`src/asrc_pkg.sv`:
```
// shared constants and carrier types for the async sram host controller
package asrc_pkg;
  localparam int ADDR_W = 14;
  localparam int DATA_W = 4;
  localparam int DEPTH = 16384;
  // bus timing in ns, cycle counts derived at 125 MHz
  localparam int CLK_PERIOD_NS = 8;
  localparam int T_ACCESS_NS = 55;
  localparam int T_WRITE_PULSE_NS = 40;
  localparam int T_DATA_SETUP_NS = 25;
  localparam int T_ADDR_HOLD_NS = 5;
  localparam int T_OUT_OFF_NS = 25;
  localparam int ACC_CYC = (T_ACCESS_NS + CLK_PERIOD_NS - 1) / CLK_PERIOD_NS;
  localparam int WP_CYC = (T_WRITE_PULSE_NS + CLK_PERIOD_NS - 1) / CLK_PERIOD_NS;
  localparam int DS_CYC = (T_DATA_SETUP_NS + CLK_PERIOD_NS - 1) / CLK_PERIOD_NS;
  localparam int AH_CYC = (T_ADDR_HOLD_NS + CLK_PERIOD_NS - 1) / CLK_PERIOD_NS;
  localparam int OFF_CYC = (T_OUT_OFF_NS + CLK_PERIOD_NS - 1) / CLK_PERIOD_NS;
  localparam int CNT_W = 4;
  localparam logic [CNT_W-1:0] CNT_ZERO = 4'h0;
  localparam logic [ADDR_W-1:0] ADDR_RST = 14'h0000;
  localparam logic [DATA_W-1:0] DATA_RST = 4'h0;

  typedef enum logic [2:0] {
    ASRC_IDLE, ASRC_RD_ACC, ASRC_WR_OFF, ASRC_WR_PULSE, ASRC_WR_HOLD
  } asrc_state_e;

  // request from the user side
  typedef struct packed {
    logic wr;
    logic [ADDR_W-1:0] addr;
    logic [DATA_W-1:0] wdata;
  } asrc_req_s;

  // pins towards the memory, enables active low
  typedef struct packed {
    logic sel_n;
    logic out_en_n;
    logic wr_en_n;
    logic [ADDR_W-1:0] word_addr;
    logic [DATA_W-1:0] dq_o;
    logic [DATA_W-1:0] dq_oe_n;
  } asrc_pins_s;

  function automatic logic [CNT_W-1:0] asrc_cnt(input int n);
    asrc_cnt = (n < 1) ? 4'h1 : n[CNT_W-1:0];
  endfunction
endpackage

```
`src/asrc_sync3.sv`:
```
// three-stage input synchroniser for the memory read data pins
`timescale 1ns/1ps
module asrc_sync3 #(
  parameter int W = 4
) (
  // clock and reset
  input wire logic ref_clk,
  input wire logic rst_n,
  // data
  input wire logic [W-1:0] din,
  output logic [W-1:0] dout
);
  logic [W-1:0] s1_r;
  logic [W-1:0] s2_r;
  logic [W-1:0] s3_r;

  always_ff @(posedge ref_clk or negedge rst_n) begin
    if (!rst_n) begin
      s1_r <= '0;
      s2_r <= '0;
      s3_r <= '0;
      dout <= '0;
    end else begin
      s1_r <= din;
      s2_r <= s1_r;
      s3_r <= s2_r;
      // update only when second and third stage agree
      if (s2_r == s3_r) begin
        dout <= s3_r;
      end
    end
  end
endmodule

```
`src/asrc_host.sv`:
```
// host controller driving an asynchronous 16k x 4 static memory
`timescale 1ns/1ps
module asrc_host #(
  parameter int ACC = asrc_pkg::ACC_CYC,
  parameter int WP = asrc_pkg::WP_CYC
) (
  // clock and reset
  input wire logic ref_clk,
  input wire logic rst_n,
  // user request
  input wire logic req_valid,
  output logic req_ready,
  input asrc_pkg::asrc_req_s req,
  // read answer
  output logic rsp_valid,
  output logic [asrc_pkg::DATA_W-1:0] rsp_data,
  // memory pins
  output asrc_pkg::asrc_pins_s pins,
  input wire logic [asrc_pkg::DATA_W-1:0] dq_i
);
  import asrc_pkg::*;

  typedef struct packed {
    asrc_state_e st;
    logic [CNT_W-1:0] cnt;
    asrc_pins_s pins;
    logic rsp_valid;
    logic [DATA_W-1:0] rsp_data;
  } asrc_state_s;

  // edges from request taken to answer: access, three sync stages, output stage, answer flop
  localparam int RD_LAT = ACC + 5;

  asrc_state_s s_r;
  asrc_state_s s_nxt;
  logic [DATA_W-1:0] dq_sync;

  asrc_sync3 #(.W(DATA_W)) u_sync (
    .ref_clk(ref_clk),
    .rst_n(rst_n),
    .din(dq_i),
    .dout(dq_sync)
  );

  assign req_ready = (s_r.st == ASRC_IDLE);
  assign pins = s_r.pins;
  assign rsp_valid = s_r.rsp_valid;
  assign rsp_data = s_r.rsp_data;

  always_comb begin
    s_nxt = s_r;
    s_nxt.rsp_valid = 1'b0;
    unique case (s_r.st)
      ASRC_IDLE: begin
        // idle: deselected, standby, our drivers off
        s_nxt.pins.sel_n = 1'b1;
        s_nxt.pins.out_en_n = 1'b1;
        s_nxt.pins.wr_en_n = 1'b1;
        s_nxt.pins.dq_oe_n = '1;
        if (req_valid) begin
          // address driven on the same edge that select falls, so access counts from that edge
          s_nxt.pins.word_addr = req.addr;
          s_nxt.pins.dq_o = req.wdata;
          s_nxt.pins.sel_n = 1'b0;
          if (req.wr) begin
            // fast write: output enable stays high so the memory never drives
            s_nxt.st = ASRC_WR_OFF;
            s_nxt.cnt = asrc_cnt(DS_CYC);
          end else begin
            // read: write enable high, select and output enable low
            s_nxt.pins.out_en_n = 1'b0;
            s_nxt.st = ASRC_RD_ACC;
            // synchroniser needs four edges after the pins settle, else stale data
            s_nxt.cnt = asrc_cnt(ACC) + asrc_cnt(4);
          end
        end
      end
      ASRC_RD_ACC: begin
        // wait access time plus synchroniser depth; no deselect pad needed
        if (s_r.cnt == 4'h1) begin
          s_nxt.rsp_valid = 1'b1;
          s_nxt.rsp_data = dq_sync;
          s_nxt.pins.sel_n = 1'b1;
          s_nxt.pins.out_en_n = 1'b1;
          s_nxt.st = ASRC_IDLE;
        end else begin
          s_nxt.cnt = s_r.cnt - 4'h1;
        end
      end
      ASRC_WR_OFF: begin
        // our data drivers on only with output enable high
        s_nxt.pins.dq_oe_n = '0;
        s_nxt.pins.wr_en_n = 1'b0; // write begins as later falling edge
        s_nxt.st = ASRC_WR_PULSE;
        s_nxt.cnt = asrc_cnt(WP);
      end
      ASRC_WR_PULSE: begin
        // pulse covers data setup before the rising edge
        if (s_r.cnt == 4'h1) begin
          s_nxt.pins.wr_en_n = 1'b1;
          s_nxt.st = ASRC_WR_HOLD;
          s_nxt.cnt = asrc_cnt(AH_CYC);
        end else begin
          s_nxt.cnt = s_r.cnt - 4'h1;
        end
      end
      ASRC_WR_HOLD: begin
        // data and address held after write enable rises
        if (s_r.cnt == 4'h1) begin
          s_nxt.pins.dq_oe_n = '1;
          s_nxt.pins.sel_n = 1'b1;
          s_nxt.st = ASRC_IDLE;
        end else begin
          s_nxt.cnt = s_r.cnt - 4'h1;
        end
      end
      default: s_nxt.st = ASRC_IDLE;
    endcase
  end

  always_ff @(posedge ref_clk or negedge rst_n) begin
    if (!rst_n) begin
      s_r.st <= ASRC_IDLE;
      s_r.cnt <= CNT_ZERO;
      s_r.pins <= {1'b1, 1'b1, 1'b1, ADDR_RST, DATA_RST, 4'hf};
      s_r.rsp_valid <= 1'b0;
      s_r.rsp_data <= DATA_RST;
    end else begin
      s_r <= s_nxt;
    end
  end

  // our drivers never on while memory output enable is low
  chk_no_contention: assert property (@(posedge ref_clk) disable iff (!rst_n)
    !(s_r.pins.out_en_n == 1'b0 && s_r.pins.dq_oe_n != '1))
    else $error("host drives data while memory outputs enabled");
  chk_read_combo: assert property (@(posedge ref_clk) disable iff (!rst_n)
    (s_r.st == ASRC_RD_ACC) |-> (!s_r.pins.sel_n && !s_r.pins.out_en_n && s_r.pins.wr_en_n))
    else $error("read without proper control levels");
  chk_read_latency: assert property (@(posedge ref_clk) disable iff (!rst_n)
    (req_valid && req_ready && !req.wr) |-> ##RD_LAT rsp_valid)
    else $error("read answer not at access time");
  chk_wr_data_stable: assert property (@(posedge ref_clk) disable iff (!rst_n)
    ($rose(s_r.pins.wr_en_n)) |-> $stable(s_r.pins.dq_o) && s_r.pins.dq_oe_n == '0)
    else $error("write data not held at write enable rise");
  chk_wr_after_sel: assert property (@(posedge ref_clk) disable iff (!rst_n)
    $fell(s_r.pins.wr_en_n) |-> !s_r.pins.sel_n && $past(!s_r.pins.sel_n))
    else $error("write enable fell before select");
  chk_fast_write: assert property (@(posedge ref_clk) disable iff (!rst_n)
    !s_r.pins.wr_en_n |-> s_r.pins.out_en_n)
    else $error("output enable low during write");
  chk_pulse_width: assert property (@(posedge ref_clk) disable iff (!rst_n)
    $fell(s_r.pins.wr_en_n) |-> !s_r.pins.wr_en_n [*5])
    else $error("write pulse too short");
  chk_idle_standby: assert property (@(posedge ref_clk) disable iff (!rst_n)
    (s_r.st == ASRC_IDLE) |-> s_r.pins.sel_n && s_r.pins.wr_en_n)
    else $error("idle but memory selected");
  cov_read: cover property (@(posedge ref_clk) disable iff (!rst_n) rsp_valid);
  cov_write: cover property (@(posedge ref_clk) disable iff (!rst_n) $rose(s_r.pins.wr_en_n));
  cov_back: cover property (@(posedge ref_clk) disable iff (!rst_n)
    $rose(s_r.pins.wr_en_n) ##[1:20] rsp_valid);
endmodule

```
`config.mk`:
```
export PLATFORM = sky130hd
export DESIGN_NAME = asrc_host
export DESIGN_NICKNAME = d
export VERILOG_FILES = /design/src/asrc_pkg.sv /design/src/asrc_sync3.sv /design/src/asrc_host.sv
export SDC_FILE = /design/constraint.sdc
export NUM_CORES = 1
export LEC_CHECK = 0
export BUFFER_PORTS_ARGS = -buffer_cell sky130_fd_sc_hd__buf_2
export CAP_MARGIN = 40
export CORE_UTILIZATION = 32
export CTS_BUF_LIST = sky130_fd_sc_hd__clkbuf_8 sky130_fd_sc_hd__clkbuf_16
export DETAILED_ROUTE_END_ITERATION = 10
export GPL_TIMING_DRIVEN = 0
export HOLD_SLACK_MARGIN = 0.08
export PLACE_DENSITY = 0.58
export SLEW_MARGIN = 10
export SYNTH_ARGS = -nofsm -noshare
export SYNTH_HDL_FRONTEND = slang
export SYNTH_SLANG_ARGS = --single-unit
```
`constraint.sdc`:
```
create_clock -name ref_clk -period 4.6 [get_ports ref_clk]
set_input_delay 0.69 -clock ref_clk [delete_from_list [all_inputs] [get_ports ref_clk]]
set_output_delay 0.69 -clock ref_clk [all_outputs]
set_load 0.01 [all_outputs]
```
# [After elaboration in Yosys (flattened, before gate mapping)]
# Index checks and enable logic that the tools add are counted.
[word_totals] regBits=53 output_inout_bits=31 word_cells=60 in_bits=26
[classes] n_reduce_logical=15 n_eq_ne=12 n_addsub=1 n_mux=18
[ops] op="case mux 4 bit (4 select lines)" count=1
[ops] op="2-to-1 mux 4 bit" count=3
[ops] op="case mux 3 bit (4 select lines)" count=1
[ops] op="case mux 4 bit (3 select lines)" count=1
[ops] op="2-to-1 mux 5 bit" count=2
[ops] op="!= test 2 bit (second input constant)" count=5
[ops] op="AND reduction 2 bit" count=5
[ops] op="2-to-1 mux 9 bit" count=1
[ops] op="AND reduction 3 bit" count=3
[ops] op="nonzero test 3 bit" count=3
[ops] op="== test 3 x 2 -> 1 bit (second input constant)" count=2
[ops] op="2-to-1 mux 3 bit" count=2
[ops] op="2-to-1 mux 6 bit" count=1
[ops] op="case mux 1 bit (3 select lines)" count=2
[ops] op="== test 4 x 1 -> 1 bit (second input constant)" count=1
[ops] op="== test 4 bit" count=1
[ops] op="nonzero test 4 bit" count=1
[ops] op="subtractor 4 x 1 -> 4 bit (second input constant)" count=1
[ops] op="== test 3 x 1 -> 1 bit (second input constant)" count=1
[ops] op="== test 3 bit (second input constant)" count=1
[ops] op="zero test 3 bit" count=1
[ops] op="2-to-1 mux 1 bit" count=2
[ops] op="2-to-1 mux 2 bit" count=1
[ops] op="!= test 2 x 1 -> 1 bit (second input constant)" count=1
[ops] op="other kinds (3)" count=3

# [Longest topological paths before layout]
# Gate-level depths: netlist of run 1.
[logic_depth] word_depth=4 depth_mapped=7 ltp_nobuf=6

# [Modules after synthesis]
# Synthesis of run 1 repeated with hierarchy kept, for this count alone.
[hier_totals] cells_unflattened=177 hier_area_um2=2253.4
[by_module_without_submodules] module="asrc_host" cells_each=152 seq_area_each_um2=855.8 instances=1 area_per_inst_um2=1760.4
[by_module_without_submodules] module="asrc_sync3" cells_each=25 seq_area_each_um2=400.4 instances=1 area_per_inst_um2=493.0

# [Least setup slack after synthesis of run 1]
# OpenSTA, ideal clock, no wires.
[synth_timing] path_type="register to register" startpoint="reg s_r[31] (netlist bit)" endpoint="reg, netlist name rsp_data[0]" path_stages_with_launch=7 t_required_ns=4.475 setup_ns=0.125 setup_slack_ns=2.792 t_arrival_ns=1.683 synth_period_minus_slack_ns=1.808 n_path_buf=1 cell_sequence="dfrtp_1 > inv_1 > ha_1 > or3b_1 > buf_2 > nor3_4 > mux2_4"
[synth_between] elab_chain_len=2
[synth_rtl] element="start: declaration" line_no="asrc_host.sv:34" rtl="asrc_state_s s_r;"
[synth_rtl] element="start signal: assignment" line_no="asrc_host.sv:129" rtl="s_r <= s_nxt;"
[synth_rtl] element="== test 4 x 1 -> 1 bit" line_no="asrc_host.sv:80" rtl="if (s_r.cnt == 4'h1) begin"
[synth_rtl] element="AND reduction 2 bit (no source line)"
# No other way between the ends.
# A chain may end at the register's enable or synchronous reset.

# [Worst setup path after layout of run 1]
[layout_timing] startpoint="reg s_r[35] (netlist bit)" endpoint="out req_ready"
[layout_between] elab_chain_len=1
[layout_rtl] element="zero test 3 bit" line_no="asrc_host.sv:45" rtl="assign req_ready = (s_r.st == ASRC_IDLE);"
[layout_rtl] element="end: declaration" line_no="asrc_host.sv:12" rtl="output logic req_ready,"
# No other way between the ends.

==> flow_summary.ini, run 1 <==
[run_status]
status = finished clean

[sta]
finClkSkew_ns = 0.00480
worst_pin_slew_ns = 0.607
min_period_over_period = 0.444
timing.fmax_mhz = 489
finalSetupTns_ns = 0
finalSetupViolations = 0
rsz0062_at_grt = no
finalHoldViolCount = 0
setup_ws_ns = 2.56
whs_ns = 0.323
drv_slew = 0
period_needed_ns = 2.04
slew_headroom = 0.594

[route]
postRouteAntennaNets = 0
initialDrtViolationCount = 77
drt-total-wl_um = 4190
wl_per_cell_um = 11.3
first_pass_iters = 5
vias_per_cell = 4.24
vias = 1578
drc = 0

[floorplan]
dieArea_mm2 = 0.00739
die_h_um = 86.0
initial_utilization = 0.332
row_count = 30
ios = 57
coreArea_mm2 = 0.00679
die_w_um = 86.0

[yosys]
async_flop_share = 1.00
synth-simple-area-share = 0.176
synth_area_mm2 = 0.00226
yosys_warnings = 0
ys_seq_elements = 50
syn_avg_cell_area_um2 = 10.7
ys_top_cells_by_area = dfrtp_1 (51%), nand2_1 (9.8%), buf_4 (9.7%)
synth_compound_area_frac = 0.0765
synth_top_family_by_area = simple AND/OR/NAND/NOR gates
synth.area.mux_share = 0.0466
synthAdderAreaFrac = 0.0111
synth_flop_cell = dfrtp_1
synthXorXnorAreaFrac = 0.0155
synth_edf_count = 0
synth.top_cell.area_share = 0.510
ys_types = 37
postSynthCellCount = 211
ys_seq_area_frac = 0.557
syn_nets = 239
synth.largest_area_cell = dfrtp_1

[run]
drv_cap = 0

[finish]
final_common_cell = buf_2
n_antenna_cell = 0
fillers = 693
drive_gt1_frac = 0.428
final_nets = 303
final_cell_mix = buf_2 (61), nand2_1 (59), dfrtp_1 (46)
syn_to_final_growth_pct = 23.0

[placement]
detailed_place_hpwl_um = 3080
dp_slack_ns = 2.61
place_congestion = 0.819
port_buffers = 56

[global_route]
grt_max_degree = 33
grt_pass1_vias = 1427
grt_pass1_wl_um = 6970
grt_use_total = 0.122
antenna_found_initial = 0
grt_overflow = 0

[clocking]
cts_sinks = 50
cts_max_level = 2
clk_latency_ns = 0.30
ctsHoldBuffers = 0
clk_pin_slew_worst_paths_ns = 0.10
clockBufferDepth = 2
cts_resized = 0
cts_tree = yes
post_cts_buffers = 0
cts_buffers = 5
cts_root_buf = clkbuf_8

[pwr]
total_power_mw = 1.82
vdd_drop_max_mv = 0.214
power_density_mw_per_mm2 = 655
p_leak_nw = 1.42

[worst_setup_path]
crit_fanout = 10
path_class = reg -> out
slowest_delay_ns = 0.40
crit_chain = buf_6 > nor3_2 > buf_2
timing.rr.end = s_r[33]
slowest_stage = dfrtp_1
regToRegStartpoint = s_r[31]
cp.required_ns = 3.91
rr_worst_depth = 6
arrival_ns = 1.35
cp-start-kind = flip-flop
cp-end-kind = primary output
rrSetupSlack_ns = 2.58

[worst_hold_path]
hold_class = in -> async
layer usage:
| metal | track usage | share of wire | up-vias |
|---|---|---|---|
| met5 | 0 | 0 | - |
| li1 | - | - | 798 |
| met3 | 0.0337 | 0.059 | 2 |
| met1 | 0.170 | 0.48 | 724 |
| met2 | 0.184 | 0.46 | 54 |
| met4 | 0.0409 | 0.0055 | 0 |
through the flow:
step | area (um2) | std cells | util
6_report | 2770 | 372 | 0.408
3_3_place_gp | 2660 | 363 | 0.391
2_1_floorplan | 2260 | 211 | -
5_1_grt | 2770 | 372 | 0.408
4_1_cts | 2770 | 372 | 0.408
3_5_place_dp | 2680 | 364 | 0.394
registers in the layout, indices dropped and copies added, names as in the netlist:
signal       flops
rsp_data         4
u_sync.s3_r      4
pins            22
rsp_valid        1
u_sync.s2_r      4
s_r              7
u_sync.s1_r      4
u_sync.dout      4
kinds of logic (layout without fill, tap and decap cells):
group / after synthesis / count (layout)
adder cells (fa/ha/maj): 2 / 2
XOR/XNOR: 4 / 4
flip-flops: 50 / 50
multiplexers: 8 / 8
AO/OA/AOI/OAI: 23 / 23
buffers and inverters: 38 / 103
AND/OR/NAND/NOR: 86 / 86
worst max path at each step:
| stage | from | endpoint | slack, ns | depth (start not counted) |
|---|---|---|---|---|
| 2_1_floorplan | s_r[31] | rsp_data[0] | 2.79 | 6 |
| 3_3_place_gp | s_r[31] | s_r[33] | 2.66 | 6 |
| 3_5_place_dp | s_r[31] | s_r[33] | 2.61 | 6 |
| 4_1_cts | s_r[35] | req_ready | 2.53 | 3 |
| 5_1_grt | s_r[31] | s_r[33] | 2.44 | 6 |
| 6_report | s_r[35] | req_ready | 2.56 | 3 |
synth_stat cells (all sizes together) (2+ instances only):
cell,number
o21ai,2
o32ai,3
or3b,2
mux2,8
o22ai,2
buf,35
nor2,8
a21oi,7
dfstp,4
nand2,59
o21a,3
nor3b,2
xnor2,4
inv,2
nor3,6
nand2b,3
ha,2
nor2b,2
dfrtp,46
worst max-delay path, delay by kind of cell, from the launching register on:
family / cells / cell delay (ns)
DFF: 1 / 0.40
buffers and inverters: 2 / 0.36
and+or+nand+nor: 1 / 0.30
area by class of cell:
cell class	instances	area (um2)	area share
sequential	50	1260	0.453
multi-input combinational	123	734	0.265
timing repair buffer	57	300	0.108
buffer	36	258	0.0929
tap	96	120	0.0433
clock buffer	5	68.8	0.0248
clock inverter	3	28.8	0.0104
inverter	2	7.51	0.00271
power breakdown:
group          leakage, nW  switching (mW)  internal, mW
Sequential           0.604          0.0993         0.605
Clock               0.0502           0.158         0.113
Combinational        0.765           0.391         0.449
Total                 1.42           0.648          1.17
No activity file was read; power rests on OpenSTA's default activity.
==> run 2: changes to the inputs <==
--- a/config.mk
+++ b/config.mk
@@ -5,6 +5,7 @@
 export SDC_FILE = /design/constraint.sdc
 export NUM_CORES = 1
 export LEC_CHECK = 0
+export ABC_AREA = 1
 export BUFFER_PORTS_ARGS = -buffer_cell sky130_fd_sc_hd__buf_2
 export CAP_MARGIN = 40
 export CORE_UTILIZATION = 32
@@ -12,7 +13,7 @@
 export DETAILED_ROUTE_END_ITERATION = 10
 export GPL_TIMING_DRIVEN = 0
 export HOLD_SLACK_MARGIN = 0.08
-export PLACE_DENSITY = 0.58
+export PLACE_DENSITY = 0.59
 export SLEW_MARGIN = 10
 export SYNTH_ARGS = -nofsm -noshare
 export SYNTH_HDL_FRONTEND = slang
==> constraint.sdc (replaced) <==
create_clock -name ref_clk -period 1.7 [get_ports ref_clk]
set_input_delay 0.255 -clock ref_clk [delete_from_list [all_inputs] [get_ports ref_clk]]
set_output_delay 0.255 -clock ref_clk [all_outputs]
set_load 0.01 [all_outputs]
==> run 2 against run 1 <==
Against the previous run: non-clock buffer count increased by 1; cell count increased by 14%; global-route usage increased by 0.18 points; register-to-register slack got worse by 2.4 ns; power increased to 2.8 times the previous value; critical endpoint is now rsp_data[0].
==> flow_summary.ini, run 2 <==
[yosys]
synth_commonest_cells = nand2_1 (102), dfrtp_1 (46), buf_4 (30), inv_1 (12), nand2_2 (11)
async_flop_share = 1.00
yosysMostFrequentCell = nand2_1
synth_flop_cell = dfrtp_1
yosys_warnings = 0
ys_seq_area_frac = 0.539
ys_top_cells_by_area = dfrtp_1 (49%), nand2_1 (16%), buf_4 (9.7%)
synth_area_mm2 = 0.00233
synth.top_cell.area_share = 0.494
syn_avg_cell_area_um2 = 8.99
synth_edf_count = 0
postSynthCellCount = 259
ys_types = 25
ys_seq_elements = 50
synth.largest_area_cell = dfrtp_1
syn_nets = 287

[pwr]
sequentialPowerShare = 0.378
power_density_mw_per_mm2 = 1760
p_leak_nw = 1.60
p_sw_frac = 0.385
power.internal_mw = 3.13
clkPwrFrac = 0.141
total_power_mw = 5.09
p_switching_mw = 1.96
vdd_drop_max_mv = 0.807
comb_power_share = 0.481

[sta]
whs_ns = 0.153
finalSetupViolations = 0
rsz0062_at_grt = yes
finalHoldViolCount = 0
period_needed_ns = 1.55
timing.fmax_mhz = 644
worst_pin_slew_ns = 0.493
drv_slew = 0
slew_headroom = 0.671
min_period_over_period = 0.913
finClkSkew_ns = 0.00588
finalSetupTns_ns = 0

[route]
wl_per_cell_um = 9.97
vias = 1719
vias_per_cell = 4.04
postRouteAntennaNets = 0
drc = 0
initialDrtViolationCount = 77
drt-total-wl_um = 4240
first_pass_iters = 4

[worst_setup_path]
cp-start-kind = flip-flop
timing.rr.end = rsp_data[0]
regToRegStartpoint = s_r[31]
arrival_ns = 1.75
startpoint = s_r[31]
path_class = reg -> reg
rr_worst_depth = 7
crit_fanout = 7
cp.required_ns = 1.90
critPathCapture = rsp_data[0]
rrSetupSlack_ns = 0.15
cp-end-kind = flip-flop

[global_route]
grt_max_degree = 31
antenna_found_initial = 0
grt_pass1_vias = 1694
grt_use_total = 0.124
grt_pass1_wl_um = 7370
grt_overflow = 0

[floorplan]
die_w_um = 87.3
row_count = 30
dieArea_mm2 = 0.00762
die_h_um = 87.3
initial_utilization = 0.337
coreArea_mm2 = 0.00691
ios = 57

[run_status]
status = finished clean

[clocking]
cts_buffers = 5
clockBufferDepth = 2
clk_latency_ns = 0.30
clk_pin_slew_worst_paths_ns = 0.09
cts_max_level = 2
cts_root_buf = clkbuf_8
cts_sinks = 50
post_cts_buffers = 0
cts_tree = yes

[run]
drv_cap = 0

[finish]
top_register = pins
top_regs = pins: 22 flops, s_r: 7 flops
syn_to_final_growth_pct = 24.3
final_common_cell = nand2_1
final_cell_mix = nand2_1 (102), buf_2 (56), dfrtp_1 (46)
n_antenna_cell = 0
utilization = 0.419
drive_gt1_frac = 0.380
fillers = 734
final_nets = 356
largest_register_ffs = 22

[placement]
place_congestion = 0.814
port_buffers = 56
detailed_place_hpwl_um = 3140

[worst_hold_path]
hold_class = in -> reg
-- run 2: cell count changes after synthesis, sizes merged, moves of 3 or more --
cell / previous run / this run
mux2: 8 / 0
nor3: 6 / 1
nand3: 0 / 8
buf: 35 / 32
nor2: 8 / 13
o21a: 3 / 0
inv: 2 / 19
nand2b: 3 / 0
o32ai: 3 / 0
nand2: 59 / 114
o21ai: 2 / 6
-- run 2: worst min-delay path by stage --
| stage | start | end | cells after the start |
|---|---|---|---|
| 2_1_floorplan | rst_n | pins[10] | 0 |
| 5_1_grt | req[7] | pins[11] | 3 |
| 4_1_cts | req[16] | pins[20] | 3 |
| 6_report | req[1] | pins[5] | 3 |
| 3_3_place_gp | u_sync.s1_r[2] | u_sync.s2_r[2] | 0 |
| 3_5_place_dp | rst_n | rsp_data[3] | 1 |
-- run 2: final cells by class --
class                           instances  area (um2)  share of cell area
Multi-Input combinational cell        158         739               0.256
Timing Repair Buffer                   62         350               0.121
Clock buffer                            6        82.6              0.0285
Clock inverter                          2        12.5             0.00432
Buffer                                 32         256              0.0886
Tap cell                               96         120              0.0415
Sequential cell                        50        1260               0.434
Inverter                               19        76.3              0.0264
-- run 2: worst max-delay path, stage by stage (launching register included) --
cell,delay [ns]
dfrtp_1,0.38
inv_1,0.11
ha_1,0.17
nand3_1,0.21
nor2_2,0.32
inv_1,0.13
nand2_1,0.08
nand2_1,0.04
-- run 2: power groups by stage --
stage | combinational [mW] | sequential [mW] | clock (mW)
global route | 2.79 | 1.99 | 0.796
CTS | 2.49 | 1.93 | 0.749
global placement | 2.44 | 1.93 | 0
finish | 2.45 | 1.92 | 0.717
detailed placement | 2.48 | 1.94 | 0
floorplan | 1.85 | 1.88 | 0
-- run 2: timing repair --
action | in CTS | in global routing
endpoints found under the hold margin | 21 | 0
gates resized for setup | 0 | 0
hold buffers | 5 | 0
endpoints found under the setup margin | 0 | 5
-- run 2: per-layer routing --
layer | track usage | vias up | wire length, um
met3 | 0.0303 | 6 | 192
met1 | 0.152 | 767 | 2020
met5 | 0 | - | 0
met4 | 0.0373 | 0 | 51
met2 | 0.215 | 42 | 1980
li1 | - | 904 | -
-- run 2: per-stage QoR --
| stage | worst slack [ns] | area (um2) | cells |
|---|---|---|---|
| final | 0.148 | 2890 | 425 |
| after global routing | -0.0356 | 2890 | 425 |
| after CTS | 0.116 | 2890 | 425 |
| after detailed placement | 0.125 | 2750 | 412 |
| after global placement | 0.167 | 2730 | 411 |
| after floorplan | 0.375 | 2330 | 259 |
-- run 2: cell families (layout without fill, tap and decap cells) --
logic type | count (synthesis) | count (layout) | share of synthesized area
XOR/XNOR | 5 | 5 | 0.0188
AO/OA/AOI/OAI | 13 | 13 | 0.0301
AND/OR/NAND/NOR | 138 | 138 | 0.258
adder cells (fa/ha/maj) | 2 | 2 | 0.0107
flip-flops | 50 | 50 | 0.539
buffers and inverters | 51 | 121 | 0.143
==> run 3: changes to the inputs <==
--- a/config.mk
+++ b/config.mk
@@ -5,7 +5,7 @@
 export SDC_FILE = /design/constraint.sdc
 export NUM_CORES = 1
 export LEC_CHECK = 0
-export ABC_AREA = 1
+export ABC_AREA = 0
 export BUFFER_PORTS_ARGS = -buffer_cell sky130_fd_sc_hd__buf_2
 export CAP_MARGIN = 40
 export CORE_UTILIZATION = 32
@@ -13,7 +13,8 @@
 export DETAILED_ROUTE_END_ITERATION = 10
 export GPL_TIMING_DRIVEN = 0
 export HOLD_SLACK_MARGIN = 0.08
-export PLACE_DENSITY = 0.59
+export PLACE_DENSITY = 0.6
+export REMOVE_ABC_BUFFERS = 1
 export SLEW_MARGIN = 10
 export SYNTH_ARGS = -nofsm -noshare
 export SYNTH_HDL_FRONTEND = slang
==> run 3 against run 2 <==
Against the previous run: the flow now finishes with violations (setup timing); clock-buffer cell count stayed put; die area is 3.0% lower; sequential share of layout area up 3.9 points; global-route usage fell by 0.17 points; clock skew decreased by 0.0011 ns; clock power up 2.9%; cell area shrank 8.0%; core utilization down 2.7 points; combinational power down 23%; largest power group is now registers; highest routed layer unchanged.
==> flow_summary.ini, run 3 (same netlist as run 1, synthesis figures left out) <==
[clocking]
clk_latency_ns = 0.30
cts_sinks = 50
cts_tree = yes
cts_root_buf = clkbuf_8
clockBufferDepth = 2
cts_max_level = 2
clk_pin_slew_worst_paths_ns = 0.09
cts_buffers = 5

[finish]
n_antenna_cell = 0
seqCellArea_mm2 = 0.00126
utilization = 0.392
layout.cells.non_filler = 347
final_cell_mix = nand2_1 (58), buf_2 (56), dfrtp_1 (43)
final_common_cell = nand2_1
top_regs = pins: 22 flops, s_r: 7 flops
multiInputGateArea_um2 = 769
fillers = 663
largest_register_ffs = 22
top_register = pins
final_nets = 278
syn_to_final_growth_pct = 18.1
drive_gt1_frac = 0.390

[sta]
finalSetupViolations = 5
setup_ws_ns = -0.0227
rsz0062_at_grt = yes
finalSetupTns_ns = -0.0995
worst_pin_slew_ns = 0.520
drv_slew = 0
min_period_over_period = 1.01
period_needed_ns = 1.72
finalHoldViolCount = 0
timing.fmax_mhz = 580
slew_headroom = 0.653
finClkSkew_ns = 0.00475

[route]
drc = 0
first_pass_iters = 4
postRouteAntennaNets = 0
wl_per_cell_um = 11.7
initialDrtViolationCount = 35
vias = 1499
vias_per_cell = 4.32
drt-total-wl_um = 4060

[worst_setup_path]
crit_fanout = 5
path_class = reg -> reg
startpoint = s_r[31]
cp-end-kind = flip-flop
cp.required_ns = 1.89
regToRegStartpoint = s_r[31]
arrival_ns = 1.91
cp-start-kind = flip-flop

[worst_hold_path]
hold_class = in -> reg
hp-start = req[6]

[floorplan]
row_count = 30
initial_utilization = 0.332
coreArea_mm2 = 0.00679
ios = 57
dieArea_mm2 = 0.00739
die_h_um = 86.0
die_w_um = 86.0

[run_status]
status = finished with violations
violations = setup timing

[placement]
dp_cells = 328
port_buffers = 56
detailed_place_hpwl_um = 2740
place_congestion = 0.788

[global_route]
grt_pass1_wl_um = 6980
grt_overflow = 0
grt_max_degree = 30
antenna_found_initial = 0
grt_pass1_vias = 1459
grt_use_total = 0.122

[pwr]
total_power_mw = 4.63
vdd_drop_max_mv = 0.611
power_density_mw_per_mm2 = 1740
p_leak_nw = 1.30

[run]
drv_cap = 0
-- run 3: final timing paths --
kind | end | slack [ns] | cells past startpoint
worst max-delay path | s_r[33] | -0.02 | 6
worst min-delay path | pins[10] | 0.13 | 3
worst max register to register | s_r[33] | -0.02 | 6
worst min register to register | u_sync.s2_r[2] | 0.36 | 0
max in group asynchronous | pins[23] | 0.65 | 3
min in group asynchronous | s_r[32] | 0.46 | 2
-- run 3: layout make-up --
cell class | instances | area share
Inverter | 2 | 0.00282
Multi-Input combinational cell | 123 | 0.289
Tap cell | 96 | 0.0451
Sequential cell | 50 | 0.473
Clock buffer | 6 | 0.0310
Clock inverter | 2 | 0.00611
Timing Repair Buffer | 68 | 0.153
-- run 3: repair_timing --
action | in CTS | in global routing
setup endpoints to repair | 29 | 22
hold buffers | 5 | 0
gates resized for setup | 10 | 2
endpoints found under the hold margin | 25 | 0
setup buffers | 4 | 2
pin swaps | 2 | 0
gates cloned | 0 | 0
-- run 3: power breakdown --
| part | switching [mW] | internal, mW |
|---|---|---|
| combinational | 0.945 | 0.950 |
| sequential | 0.353 | 1.64 |
| clock | 0.403 | 0.335 |
-- run 3: per-layer routing --
layer	wire (um)	vias up	global-route usage	share of wire
li1	-	745	-	-
met1	1900	694	0.158	0.47
met2	1830	49	0.190	0.45
met3	239	11	0.0337	0.059
met4	93	0	0.0576	0.023
met5	0	-	0	0
-- run 3: metrics by stage --
stage | setup slack, ns | hold slack, ns | cell area [um2]
finish | -0.0227 | 0.133 | 2660
global route | -0.0913 | 0.124 | 2660
CTS | 0.00301 | 0.121 | 2640
detailed placement | -0.256 | 0.268 | 2420
global placement | -0.254 | 0.335 | 2400
floorplan | -0.0969 | -0.0406 | 2000
-- run 3: worst max-delay path, stage by stage (launching register included) --
cell     delay (ns)
dfrtp_1        0.40
inv_2          0.09
ha_4           0.14
nor3b_2        0.31
a21oi_4        0.08
or2_4          0.28
a221o_1        0.32
